`src/core/ucp_regs.vh`:
```
`ifndef UCP_REGS_VH
`define UCP_REGS_VH

// ****************************************
// Register offsets (byte addresses)
// ****************************************
`define UCP_OFF_CTRL      8'h00
`define UCP_OFF_STATUS    8'h04
`define UCP_OFF_COUNT     8'h08
`define UCP_OFF_DATA_A    8'h0C
`define UCP_OFF_DATA_B    8'h10
`define UCP_OFF_PRESCALE  8'h14
`define UCP_OFF_IRQ_MASK  8'h18

// ****************************************
// Control register fields
// ****************************************
`define UCP_CTRL_MODE_LSB 0
`define UCP_CTRL_MODE_MSB 6
`define UCP_CTRL_REQEN_BIT 7
`define UCP_CTRL_FRZ_BIT  8
`define UCP_CTRL_GPO_BIT  9
`define UCP_CTRL_MSB      9

// ****************************************
// Prescale register fields
// ****************************************
`define UCP_PRE_INT_LSB   0
`define UCP_PRE_INT_MSB   3
`define UCP_PRE_GLB_LSB   8
`define UCP_PRE_GLB_MSB   11
`define UCP_PRE_GEN_BIT   16

// ****************************************
// Status and mask fields
// ****************************************
`define UCP_ST_FLAG_BIT   0
`define UCP_ST_OVR_BIT    1
`define UCP_ST_W          2

// ****************************************
// Mode encodings
// ****************************************
`define UCP_MODE_GPO      7'h01
`define UCP_MODE_MOD_0    7'h10
`define UCP_MODE_MOD_1    7'h11
`define UCP_MODE_MODB_0   7'h50
`define UCP_MODE_MODB_1   7'h51
`define UCP_MODE_PWFMB_0  7'h58
`define UCP_MODE_PWFMB_1  7'h5A

// ****************************************
// Reset values and counter constants
// ****************************************
`define UCP_RST_CTRL      10'h000
`define UCP_RST_PRESCALE  17'h00000
`define UCP_RST_MASK      2'h0
`define UCP_BUF_START     1'b1

`endif

```
`src/core/ucp_divider.v`:
```
`timescale 1ns/10ps
`default_nettype none

// ****************************************
// Tick divider: passes every ratio_m1+1-th input tick
// ****************************************
module ucp_divider #(
  parameter RW = 4                              // Ratio field width
) (
  input  wire          core_clk,
  input  wire          rst_n,
  input  wire          tick_in,
  input  wire [RW-1:0] ratio_m1,
  output wire          tick_out
);

  reg [RW-1:0] div_q;                           // Tick count within a division
  reg [RW-1:0] div_d;                           // Next tick count

  // Last tick of the division passes through
  assign tick_out = tick_in & (div_q >= ratio_m1);

  // Next count: wrap on the passed tick
  always @* begin
    div_d = div_q;
    if (tick_in) begin
      if (div_q >= ratio_m1) begin
        div_d = {RW{1'b0}};
      end else begin
        div_d = div_q + {{(RW-1){1'b0}}, 1'b1};
      end
    end
  end

  // Count register
  always @(posedge core_clk or negedge rst_n) begin
    if (!rst_n) begin
      div_q <= {RW{1'b0}};
    end else begin
      div_q <= div_d;
    end
  end

endmodule // ucp_divider

`default_nettype wire

```
`src/core/ucp_channel_timer.v`:
```
`timescale 1ns/10ps
`default_nettype none
`include "ucp_regs.vh"

module ucp_channel_timer #(
  parameter CW = 16,                            // Counter and data width
  parameter PW = 4                              // Prescale ratio field width
) (
  input  wire        core_clk,
  input  wire        rst_n,
  input  wire        psel,
  input  wire        penable,
  input  wire        pwrite,
  input  wire [7:0]  paddr,
  input  wire [31:0] pwdata,
  output reg  [31:0] prdata,
  output reg         pready,
  output reg         pslverr,
  output reg         chan_out_q,
  output reg         event_req_q,
  output reg         irq_q
);

  // ****************************************
  // Mode decode helpers
  // ****************************************

  // Either code of a pair selects the same behaviour
  // Unbuffered modulus counter
  function is_modcnt;
    input [6:0] m;
    begin
      is_modcnt = (m == `UCP_MODE_MOD_0) || (m == `UCP_MODE_MOD_1);
    end
  endfunction

  // Buffered modulus counter
  function is_modcnt_buf;
    input [6:0] m;
    begin
      is_modcnt_buf = (m == `UCP_MODE_MODB_0) || (m == `UCP_MODE_MODB_1);
    end
  endfunction

  // Buffered width/frequency PWM
  function is_pwfmb;
    input [6:0] m;
    begin
      is_pwfmb = (m == `UCP_MODE_PWFMB_0) || (m == `UCP_MODE_PWFMB_1);
    end
  endfunction

  // ****************************************
  // State
  // ****************************************
  reg [`UCP_CTRL_MSB:0]   ctrl_q;               // Mode, enable, freeze, output level
  reg [16:0]              pre_q;                // Prescaler ratios and global enable
  reg [`UCP_ST_W-1:0]     status_q;             // Sticky flag and overrun
  reg [`UCP_ST_W-1:0]     status_d;             // Next status
  reg [`UCP_ST_W-1:0]     mask_q;               // Interrupt mask
  reg [CW-1:0]            cnt_q;                // Internal counter
  reg [CW-1:0]            cnt_d;                // Next counter
  // Active pair drives the compares; buffered pair is what software writes
  reg [CW-1:0]            act_a_q;              // Active compare A
  reg [CW-1:0]            act_b_q;              // Active compare B
  reg [CW-1:0]            act_a_d;              // Next active A
  reg [CW-1:0]            act_b_d;              // Next active B
  reg [CW-1:0]            buf_a_q;              // Buffered compare A
  reg [CW-1:0]            buf_b_q;              // Buffered compare B
  reg                     period_end;           // Counter period completed
  reg                     reload;               // Buffered reload this cycle
  reg                     out_d;                // Next channel output
  reg [31:0]              rd_d;                 // Read mux
  reg                     hit;                  // Address is mapped

  wire [6:0]  mode     = ctrl_q[`UCP_CTRL_MODE_MSB:`UCP_CTRL_MODE_LSB];
  wire        req_en   = ctrl_q[`UCP_CTRL_REQEN_BIT];        // Event request enable
  wire        freeze   = ctrl_q[`UCP_CTRL_FRZ_BIT];          // Counting halted, count writable
  wire        buffered = is_modcnt_buf(mode) | is_pwfmb(mode); // Double-buffered compares
  wire        counting = is_modcnt(mode) | buffered;         // Any counter mode
  wire        acc      = psel & penable & pready;
  wire        wr_en    = acc & pwrite;
  wire        glb_tick;                          // Global prescaler output
  wire        ch_tick;                           // Channel prescaler output
  // Restart value of the buffered modes, widened to the counter
  wire [CW-1:0] one    = {{(CW-1){1'b0}}, `UCP_BUF_START};

  // ****************************************
  // Prescalers
  // ****************************************

  // Global stage divides the core clock
  ucp_divider #(.RW(PW)) u_glb_div (
    .core_clk (core_clk),
    .rst_n    (rst_n),
    .tick_in  (pre_q[`UCP_PRE_GEN_BIT]),
    .ratio_m1 (pre_q[`UCP_PRE_GLB_MSB:`UCP_PRE_GLB_LSB]),
    .tick_out (glb_tick)
  );

  // Channel stage divides the global ticks
  ucp_divider #(.RW(PW)) u_ch_div (
    .core_clk (core_clk),
    .rst_n    (rst_n),
    .tick_in  (glb_tick & ~freeze),
    .ratio_m1 (pre_q[`UCP_PRE_INT_MSB:`UCP_PRE_INT_LSB]),
    .tick_out (ch_tick)
  );

  // ****************************************
  // Counter and compare
  // ****************************************

  // Counter step, rollover and reload
  always @* begin
    cnt_d      = cnt_q;
    period_end = 1'b0;
    reload     = 1'b0;
    if (wr_en && (paddr == `UCP_OFF_COUNT) && freeze) begin
      cnt_d = pwdata[CW-1:0];
    end else if (ch_tick && counting) begin
      if (is_modcnt(mode)) begin
        // Unbuffered: clear to zero on A match
        if (cnt_q >= act_a_q) begin
          cnt_d      = {CW{1'b0}};
          period_end = 1'b1;
        end else begin
          cnt_d = cnt_q + one;
        end
      end else if (is_modcnt_buf(mode)) begin
        // Buffered modulus: restart at one
        // One, never zero, so the reload below still fires
        if (cnt_q >= act_a_q) begin
          cnt_d      = one;
          period_end = 1'b1;
        end else begin
          cnt_d = cnt_q + one;
        end
      end else begin
        // Width/frequency: run 1..B, restart at one even past B
        // A count forced above B also restarts here, with reload
        if (cnt_q >= act_b_q) begin
          cnt_d      = one;
          period_end = 1'b1;
        end else begin
          cnt_d = cnt_q + one;
        end
      end
      reload = buffered && (cnt_d == one);
    end
  end

  // Active compare values
  always @* begin
    if (!buffered) begin
      // Unbuffered modes use the data registers at once
      act_a_d = buf_a_q;
      act_b_d = buf_b_q;
    end else if (reload) begin
      // Buffered: take the new pair on the step to one
      act_a_d = buf_a_q;
      act_b_d = buf_b_q;
    end else begin
      // Hold the pair for the rest of the period
      act_a_d = act_a_q;
      act_b_d = act_b_q;
    end
  end

  // Output level per mode
  always @* begin
    if (is_pwfmb(mode)) begin
      // High from the A match to the end of the period
      out_d = (cnt_d >= act_a_d);
    end else if (counting) begin
      out_d = 1'b0;
    end else begin
      out_d = ctrl_q[`UCP_CTRL_GPO_BIT];
    end
  end

  // Counter, compare and output registers
  always @(posedge core_clk or negedge rst_n) begin
    if (!rst_n) begin
      cnt_q      <= {CW{1'b0}};
      act_a_q    <= {CW{1'b0}};
      act_b_q    <= {CW{1'b0}};
      chan_out_q <= 1'b0;
    end else begin
      cnt_q      <= cnt_d;
      act_a_q    <= act_a_d;
      act_b_q    <= act_b_d;
      chan_out_q <= out_d;
    end
  end

  // ****************************************
  // Event flag and requests
  // ****************************************

  // Sticky flags: a new event beats a same-cycle clear
  always @* begin
    status_d = status_q;
    if (wr_en && (paddr == `UCP_OFF_STATUS)) begin
      status_d = status_q & ~pwdata[`UCP_ST_W-1:0];
    end
    if (period_end) begin
      status_d[`UCP_ST_FLAG_BIT] = 1'b1;
      if (status_q[`UCP_ST_FLAG_BIT]) begin
        status_d[`UCP_ST_OVR_BIT] = 1'b1;
      end
    end
  end

  // Status and request outputs
  always @(posedge core_clk or negedge rst_n) begin
    if (!rst_n) begin
      status_q    <= {`UCP_ST_W{1'b0}};
      event_req_q <= 1'b0;
      irq_q       <= 1'b0;
    end else begin
      status_q    <= status_d;
      // Both follow the next status, so they rise with the flag
      event_req_q <= status_d[`UCP_ST_FLAG_BIT] & req_en;
      irq_q       <= |(status_d & mask_q);
    end
  end

  // ****************************************
  // APB slave
  // ****************************************

  // Read mux and address decode
  always @* begin
    rd_d = 32'h00000000;
    hit  = 1'b1;
    case (paddr)
      `UCP_OFF_CTRL:     rd_d[`UCP_CTRL_MSB:0] = ctrl_q;
      `UCP_OFF_STATUS:   rd_d[`UCP_ST_W-1:0]   = status_q;
      `UCP_OFF_COUNT:    rd_d[CW-1:0]          = cnt_q;
      // Data registers read back as written, not the active pair
      `UCP_OFF_DATA_A:   rd_d[CW-1:0]          = buf_a_q;
      `UCP_OFF_DATA_B:   rd_d[CW-1:0]          = buf_b_q;
      `UCP_OFF_PRESCALE: rd_d[16:0]            = pre_q;
      `UCP_OFF_IRQ_MASK: rd_d[`UCP_ST_W-1:0]   = mask_q;
      default:           hit                   = 1'b0;
    endcase
  end

  // One wait state, then ready with data or error
  always @(posedge core_clk or negedge rst_n) begin
    if (!rst_n) begin
      pready  <= 1'b0;
      pslverr <= 1'b0;
      prdata  <= 32'h00000000;
    end else if (psel && penable && !pready) begin
      pready  <= 1'b1;
      pslverr <= ~hit;
      prdata  <= pwrite ? 32'h00000000 : rd_d;
    end else begin
      pready  <= 1'b0;
      pslverr <= 1'b0;
    end
  end

  // Register writes at the completing edge
  always @(posedge core_clk or negedge rst_n) begin
    if (!rst_n) begin
      ctrl_q <= `UCP_RST_CTRL;
      pre_q  <= `UCP_RST_PRESCALE;
      mask_q <= `UCP_RST_MASK;
      buf_a_q <= {CW{1'b0}};
      buf_b_q <= {CW{1'b0}};
    end else if (wr_en) begin
      case (paddr)
        `UCP_OFF_CTRL:     ctrl_q <= pwdata[`UCP_CTRL_MSB:0];
        `UCP_OFF_PRESCALE: pre_q  <= pwdata[16:0];
        `UCP_OFF_IRQ_MASK: mask_q <= pwdata[`UCP_ST_W-1:0];
        `UCP_OFF_DATA_A:   buf_a_q <= pwdata[CW-1:0];
        `UCP_OFF_DATA_B:   buf_b_q <= pwdata[CW-1:0];
        // Count and status writes are taken by their own logic
        default:           buf_a_q <= buf_a_q;
      endcase
    end
  end

endmodule // ucp_channel_timer

`default_nettype wire

```
`config.mk`:
```
export PLATFORM = sky130hd
export DESIGN_NAME = ucp_channel_timer
export DESIGN_NICKNAME = d
export VERILOG_FILES = /design/src/core/ucp_divider.v /design/src/core/ucp_channel_timer.v
export VERILOG_INCLUDE_DIRS = /design/src /design/src/core
export SDC_FILE = /design/constraint.sdc
export NUM_CORES = 1
export LEC_CHECK = 0
export BUFFER_PORTS_ARGS = -buffer_cell sky130_fd_sc_hd__buf_2
export CELL_PAD_IN_SITES_DETAIL_PLACEMENT = 0
export CELL_PAD_IN_SITES_GLOBAL_PLACEMENT = 1
export CORE_MARGIN = 1
export CORE_UTILIZATION = 48
export DETAILED_ROUTE_END_ITERATION = 10
export GPL_TIMING_DRIVEN = 0
export PLACE_DENSITY = 0.93
export REMOVE_ABC_BUFFERS = 1
export SLEW_MARGIN = 10
export SYNTH_ARGS = -nofsm -noshare
export SYNTH_HDL_FRONTEND = slang
export SYNTH_SLANG_ARGS = --single-unit
```
`constraint.sdc`:
```
create_clock -name core_clk -period 4.5 [get_ports core_clk]
set_input_delay 0.225 -clock core_clk [delete_from_list [all_inputs] [get_ports core_clk]]
set_output_delay 0.225 -clock core_clk [all_outputs]
set_load 0.05 [all_outputs]
```
==> impl_metrics.env, run 1 <==
export IMPL_outcome="completed"
export IMPL_gp_congestion=0.905
export IMPL_crit_cells=19
export IMPL_die_w_um=133
export IMPL_synth_seq_area_share_pct=42.9
export IMPL_syn2layout_area_growth_pct=15.2
export IMPL_finalCritPeriodShare_pct=98.0
export IMPL_dieArea_um2=17700
export IMPL_grt_max_degree=78
export IMPL_hold_viol=0
export IMPL_gr_usage_met1_pct=33.8
export IMPL_final_area_um2=9480
export IMPL_worstPathRequired_ns=4.81
export IMPL_clock_path_buffers=2
export IMPL_fp_row_count=47
export IMPL_ir_worst_vdd_v=0.000279
export IMPL_hold_class="input port to flop"
export IMPL_start_util_pct=49.4
export IMPL_syn_inst=768
export IMPL_path_max_fanout=5
export IMPL_slew_headroom_pct=22.1
export IMPL_dp_hpwl_um=14100
export IMPL_grt_ovfl_total=0
export IMPL_cp_arrival_ns=4.72
export IMPL_crit_top_cell="a21o_1"
export IMPL_cts_htree_levels=4
export IMPL_timing_final_crit_period_ns=4.41
export IMPL_fillCellCount=1334
export IMPL_crit_slowest_cell="dfrtp_1"
export IMPL_use_met3_pct=5.21
export IMPL_criticalPathCategory="flop to flop"
export IMPL_cts_sink_count=141
export IMPL_p_clk_share_pct=51.2
export IMPL_async_flop_share_pct=100
export IMPL_synthFlopType="dfrtp_1"
export IMPL_end_kind="flop"
export IMPL_leakagePower_nw=4.55
export IMPL_core_area_um2=16600
export IMPL_drc_errors=0
export IMPL_avgSynthCellArea_um2=10.7
export IMPL_cp_top_family="compound AO/OA/AOI/OAI gates"
export IMPL_final_nets=917
export IMPL_finalWirelength_um=21100
export IMPL_io_pins=82
export IMPL_diodes=0
export IMPL_finalSetupViolCount=0
export IMPL_numCtsBuffers=17
export IMPL_crit_chain="ha_1 > nand4_1 > buf_4 > nor4_4 > a311oi_2 > nand2_2 > a2bb2oi_4 > a41oi_2 > o21ai_4 > mux2_2 > ha_1 > nand2b_1 > a21o_1 > a21o_1 > a21oi_2 > o21ai_1 > a21o_1 > a211oi_2 > o21ai_2"
export IMPL_clock_latency_ns=0.44
export IMPL_die_h_um=133
export IMPL_hold_path_depth=2
export IMPL_drt_pass1_iter_count=5
export IMPL_pwr_density_cell_nw_per_um2=305
export IMPL_comb_power_share_pct=4.5
export IMPL_grt_pass1_vias=6265
export IMPL_ys_ff_latch=141
export IMPL_intPower_mw=2.23
export IMPL_ys_warn_count=0
export IMPL_synth_edff_count=0
export IMPL_via_per_inst=5.97
export IMPL_drv_cap=0
export IMPL_synth_lib_cells_used_distinct=70
export IMPL_instances_no_fill=1046
export IMPL_swShare_pct=22.8
export IMPL_grt_use_met2_pct=40.3
export IMPL_pwr_share_seq_pct=44.2
export IMPL_r2r_cells=19
export IMPL_cts_tree="yes"
export IMPL_maxSlewViolCount=0
export IMPL_syn_cell_area_um2=8230
export IMPL_dpl_cell_count=1002
export IMPL_placedInstanceArea_um2=8610
export IMPL_drt_iter0_markers=472
export IMPL_drive_gt1_share_pct=28.3
export IMPL_fmax_ghz=0.227
export IMPL_grt_pass1_wl_um=33900
export IMPL_clk_pin_slew_ns=0.06
export IMPL_wire_per_inst_um=20.1
export IMPL_power_switching_mw=0.658
export IMPL_postRouteAntennaNets=0
export IMPL_tightestPinTransition_ns=1.17
export IMPL_grtUsageTotal_pct=25.3
export IMPL_vias=6247
export IMPL_clockRootBuffer="clkbuf_16"
export IMPL_start_kind="flop"
export IMPL_clock_skew_ns=0.00674
export IMPL_grt_antenna_before_repair=0
export IMPL_top_usage_layer="met2"
export IMPL_critPathBufInv=1
export IMPL_portBuffers=51
export IMPL_cpPeakStageDelay_ns=0.46
## registers in the layout, indices dropped and copies added (netlist names), 10 cells and up
| name | cells |
|---|---|
| ctrl_q | 10 |
| prdata | 17 |
| pre_q | 17 |
| act_b_q | 16 |
| cnt_q | 16 |
| buf_a_q | 16 |
| act_a_q | 16 |
| buf_b_q | 16 |
## routing by layer
metal	part of all wire (%)	vias to the layer above
met1	44	3117
met4	2.3	0
met3	6.2	42
met5	0	-
li1	-	2872
met2	47	216
## logic make-up (layout without fill, tap and decap cells)
| group | count (synthesis) | in the layout | share of synthesized area (%) |
|---|---|---|---|
| AOI/OAI and AO/OA | 164 | 164 | 14.1 |
| xor gates and xnor gates | 6 | 6 | 0.639 |
| adders and majority gates | 59 | 59 | 8.97 |
| buffers and inverters | 102 | 146 | 6.19 |
| DFF | 141 | 141 | 42.9 |
| muxes | 116 | 116 | 16.4 |
| other | 1 | 15 | 0.0456 |
| and+or+nand+nor | 179 | 179 | 10.8 |
## final timing paths
kind	from	to	slack, ns
hold / removal	pwdata[16]	pre_q[16]$_DFFE_PN0P_	0.02
hold reg to reg	prdata[6]$_DFFE_PN0P_	prdata[6]$_DFFE_PN0P_	0.47
max in group asynchronous	rst_n	cnt_q[9]$_DFF_PN0_	3.43
setup / recovery	cnt_q[15]$_DFF_PN0_	chan_out_q$_DFF_PN0_	0.09
setup reg to reg	cnt_q[15]$_DFF_PN0_	chan_out_q$_DFF_PN0_	0.09
min in group asynchronous	rst_n	u_glb_div.div_q[1]$_DFFE_PN0P_	0.31
## cell usage after synthesis (15+ instances only)
cell type	count	area share, %
o21ai_0	46	2.8
buf_4	17	1.6
inv_1	46	2.1
mux2_2	73	10
a21oi_1	27	1.6
nand3_1	23	1.4
dfrtp_1	141	43
a21o_1	16	1.5
nor2_1	37	1.7
ha_1	59	9.0
clkbuf_1	17	0.78
mux2_4	15	2.7
nand2_1	53	2.4
mux2i_1	26	3.2
## stage by stage
stage | power [mW] | utilization (%) | setup slack (ns) | TNS (ns) | hold WS, ns
after global routing | 2.96 | 57.0 | -0.0392 | -0.0392 | 0.0416
after global placement | 1.42 | 50.9 | -4.42 | -91.56 | 0.459
after detailed placement | 1.43 | 51.7 | -0.907 | -0.907 | 0.206
after CTS | 2.89 | 56.3 | 0.0137 | 0 | 0.0139
after floorplan | 1.36 | - | -2.12 | -23.75 | -0.0706
final | 2.89 | 57.0 | 0.0896 | 0 | 0.0183
## placed cells by master, fill, tap and decap left out, types with 7 or more instances in the layout
| cell | count |
|---|---|
| a21oi_1 | 25 |
| nand4_1 | 10 |
| mux2i_1 | 26 |
| buf_4 | 8 |
| inv_1 | 45 |
| mux2_2 | 73 |
| o21ai_0 | 43 |
| dfrtp_2 | 10 |
| ha_1 | 58 |
| and3_1 | 7 |
| nor3_1 | 10 |
| a221oi_1 | 14 |
| a21o_1 | 16 |
| dfrtp_1 | 131 |
| a221o_1 | 11 |
| clkbuf_16 | 18 |
| buf_2 | 50 |
| nor2_1 | 35 |
| mux2_4 | 15 |
| a22o_1 | 8 |
| nand2_1 | 51 |
| nand3_1 | 23 |
| conb_1 | 15 |
## power by group through the flow
| stage | clock (mW) | sequential [mW] | combinational [mW] |
|---|---|---|---|
| 2_1_floorplan | 0 | 1.30 | 0.0515 |
| 3_3_place_gp | 0 | 1.30 | 0.123 |
| 3_5_place_dp | 0 | 1.30 | 0.130 |
| 4_1_cts | 1.48 | 1.28 | 0.132 |
| 5_1_grt | 1.54 | 1.28 | 0.143 |
| 6_report | 1.48 | 1.28 | 0.131 |
## cell type report
cell class	count	area (um2)	area share (%)
multi-input cells	539	4390	46.2
flip-flops and latches	141	3540	37.3
repair buffers	68	488	5.15
clock buffers	22	484	5.11
well taps	220	275	2.90
inverters	46	173	1.82
clock inverters	10	136	1.44
## timing repair
| item | in CTS | in global routing |
|---|---|---|
| pin swaps | 5 | 7 |
| gates cloned | 0 | 1 |
| hold buffers | 1 | 0 |
| buffers inserted | 7 | 3 |
| hold endpoints to repair | 64 | 0 |
| setup endpoints to repair | 1 | 1 |
| gates resized for setup | 17 | 22 |
Power figures use the tool's default switching activity.
==> run 2, diff against run 1 <==
==> constraint.sdc (replaced) <==
create_clock -name core_clk -period 4.5 [get_ports core_clk]
set_input_delay 0.9 -clock core_clk [delete_from_list [all_inputs] [get_ports core_clk]]
set_output_delay 0.9 -clock core_clk [all_outputs]
set_load 0.05 [all_outputs]
==> run 2 against run 1 <==
  * Sequential power hardly changed
  * First-iteration DRC count is 11% lower
  * Combinational power hardly changed
  * Clock power hardly changed
  * Largest cell class unchanged
==> impl_metrics.env, run 2 (synthesized netlist as in run 1, its figures left out) <==
export IMPL_r2r_cells=19
export IMPL_cts_tree="yes"
export IMPL_clk_pin_slew_ns=0.06
export IMPL_crit_chain="ha_1 > nand4_1 > buf_4 > nor4_4 > a311oi_2 > nand2_2 > a2bb2oi_4 > a41oi_2 > o21ai_4 > mux2_2 > ha_1 > nand2b_1 > a21o_1 > a21o_1 > a21oi_2 > o21ai_1 > a21o_1 > a211oi_2 > o21ai_2"
export IMPL_fmax_ghz=0.228
export IMPL_leakagePower_nw=4.55
export IMPL_timing_final_crit_period_ns=4.39
export IMPL_clock_skew_ns=0.0116
export IMPL_gp_congestion=0.905
export IMPL_crit_top_cell="a21o_1"
export IMPL_crit_cells=19
export IMPL_tightestPinTransition_ns=1.17
export IMPL_finalWirelength_um=21100
export IMPL_clock_latency_ns=0.44
export IMPL_clockRootBuffer="clkbuf_16"
export IMPL_grt_antenna_before_repair=1
export IMPL_drv_cap=0
export IMPL_hold_class="input port to asynchronous set/reset pin"
export IMPL_portBuffers=51
export IMPL_slew_headroom_pct=22.1
export IMPL_io_pins=82
export IMPL_grt_pass1_vias=6269
export IMPL_timing_rr_start="cnt_q[15]$_DFF_PN0_"
export IMPL_dieArea_um2=17700
export IMPL_grtUsageTotal_pct=25.4
export IMPL_start_kind="flop"
export IMPL_grt_pass1_wl_um=33900
export IMPL_pwr_density_cell_nw_per_um2=304
export IMPL_postRouteAntennaNets=0
export IMPL_clock_path_buffers=2
export IMPL_drt_iter0_markers=421
export IMPL_grt_max_degree=78
export IMPL_criticalPathCategory="flop to flop"
export IMPL_outcome="completed"
export IMPL_die_w_um=133
export IMPL_end_kind="flop"
export IMPL_post_route_util_pct=57.0
export IMPL_finalCritPeriodShare_pct=97.5
export IMPL_holdBufCountCts=0
export IMPL_cts_htree_levels=4
export IMPL_start_util_pct=49.4
export IMPL_grt_ovfl_total=0
export IMPL_wire_per_inst_um=20.1
export IMPL_final_cell_mix="130 x dfrtp_1, 73 x mux2_2, 58 x ha_1"
export IMPL_cp_startpoint="cnt_q[15]$_DFF_PN0_"
export IMPL_fin_ws_ns=0.112
export IMPL_drive_gt1_share_pct=28.7
export IMPL_fillCellCount=1329
export IMPL_drc_errors=0
export IMPL_cpPeakStageDelay_ns=0.45
export IMPL_preCtsSetupSlack_ns=-0.907
export IMPL_path_max_fanout=5
export IMPL_vias=6197
export IMPL_whs_ns=0.396
export IMPL_die_h_um=133
export IMPL_worstPathRequired_ns=4.81
export IMPL_finalSetupViolCount=0
export IMPL_crit_slowest_cell="dfrtp_2"
export IMPL_r2r_end="chan_out_q$_DFF_PN0_"
export IMPL_final_common_cell="dfrtp_1"
export IMPL_core_area_um2=16600
export IMPL_numCtsBuffers=17
export IMPL_syn2layout_area_growth_pct=15.2
export IMPL_fp_row_count=47
export IMPL_via_per_inst=5.92
export IMPL_ir_worst_vdd_v=0.000275
export IMPL_dp_hpwl_um=14100
export IMPL_top_regs="prdata x17, pre_q x17"
export IMPL_drt_pass1_iter_count=5
export IMPL_critPathBufInv=1
export IMPL_crit_end="chan_out_q$_DFF_PN0_"
export IMPL_rrSetupSlack_ns=0.11
export IMPL_hold_viol=0
export IMPL_final_nets=916
export IMPL_cp_arrival_ns=4.70
export IMPL_maxSlewViolCount=0
export IMPL_cp_top_family="compound AO/OA/AOI/OAI gates"
export IMPL_cts_sink_count=141
run 2: what timing repair did:
action	in CTS	in global routing
pin swaps	5	7
setup buffers	7	3
gates cloned	0	1
endpoints found under the setup margin	1	1
gates resized for setup	20	23
run 2: routing by layer:
layer	track usage [%]	share of wire [%]
met5	0	0
met4	10.2	2.2
met1	33.9	44
met2	40.3	47
met3	5.29	6.6
run 2: report_power, final:
part | leakage [nW] | internal [mW] | switching (mW) | total [mW]
registers | 1.90 | 1.27 | 0.00385 | 1.28
logic | 2.35 | 0.0290 | 0.101 | 0.130
clock network | 0.298 | 0.928 | 0.550 | 1.48
total | 4.55 | 2.23 | 0.656 | 2.89
run 2: worst min-delay path by stage:
| stage | startpoint | endpoint | cells past startpoint |
|---|---|---|---|
| after CTS | rst_n | u_glb_div.div_q[1]$_DFFE_PN0P_ | 1 |
| after global routing | rst_n | pre_q[16]$_DFFE_PN0P_ | 1 |
| after detailed placement | prdata[8]$_DFFE_PN0P_ | prdata[8]$_DFFE_PN0P_ | 2 |
| final | rst_n | u_glb_div.div_q[1]$_DFFE_PN0P_ | 1 |
| after floorplan | u_glb_div.div_q[3]$_DFFE_PN0P_ | u_glb_div.div_q[3]$_DFFE_PN0P_ | 1 |
| after global placement | prdata[6]$_DFFE_PN0P_ | prdata[6]$_DFFE_PN0P_ | 2 |
run 2: through the flow:
step | instance area, um2 | setup TNS [ns] | power (mW) | cells
after floorplan | 7950 | -23.75 | 1.36 | 726
after CTS | 9360 | 0 | 2.89 | 1041
after global placement | 8480 | -102.36 | 1.42 | 997
after global routing | 9480 | -0.0282 | 2.96 | 1045
after detailed placement | 8610 | -1.16 | 1.43 | 1002
final | 9480 | 0 | 2.89 | 1046
run 2: layout make-up:
class / instances / area (um2) / area share, %
sequential: 141 / 3540 / 37.4
timing repair buffer: 67 / 478 / 5.04
clock buffer: 22 / 484 / 5.11
clock inverter: 10 / 136 / 1.44
tap: 220 / 275 / 2.90
multi-input combinational: 539 / 4390 / 46.3
antenna: 1 / 2.50 / 0.0264
inverter: 46 / 173 / 1.82
run 2: worst register-to-register path, cell delays in order, from the launching register on:
cell	delay (ns)
dfrtp_2	0.45
ha_1	0.34
nand4_1	0.09
buf_4	0.17
nor4_4	0.31
a311oi_2	0.16
nand2_2	0.15
a2bb2oi_4	0.22
a41oi_2	0.07
o21ai_4	0.28
mux2_2	0.40
ha_1	0.27
nand2b_1	0.15
a21o_1	0.19
a21o_1	0.19
a21oi_2	0.15
o21ai_1	0.10
a21o_1	0.19
a211oi_2	0.26
o21ai_2	0.11
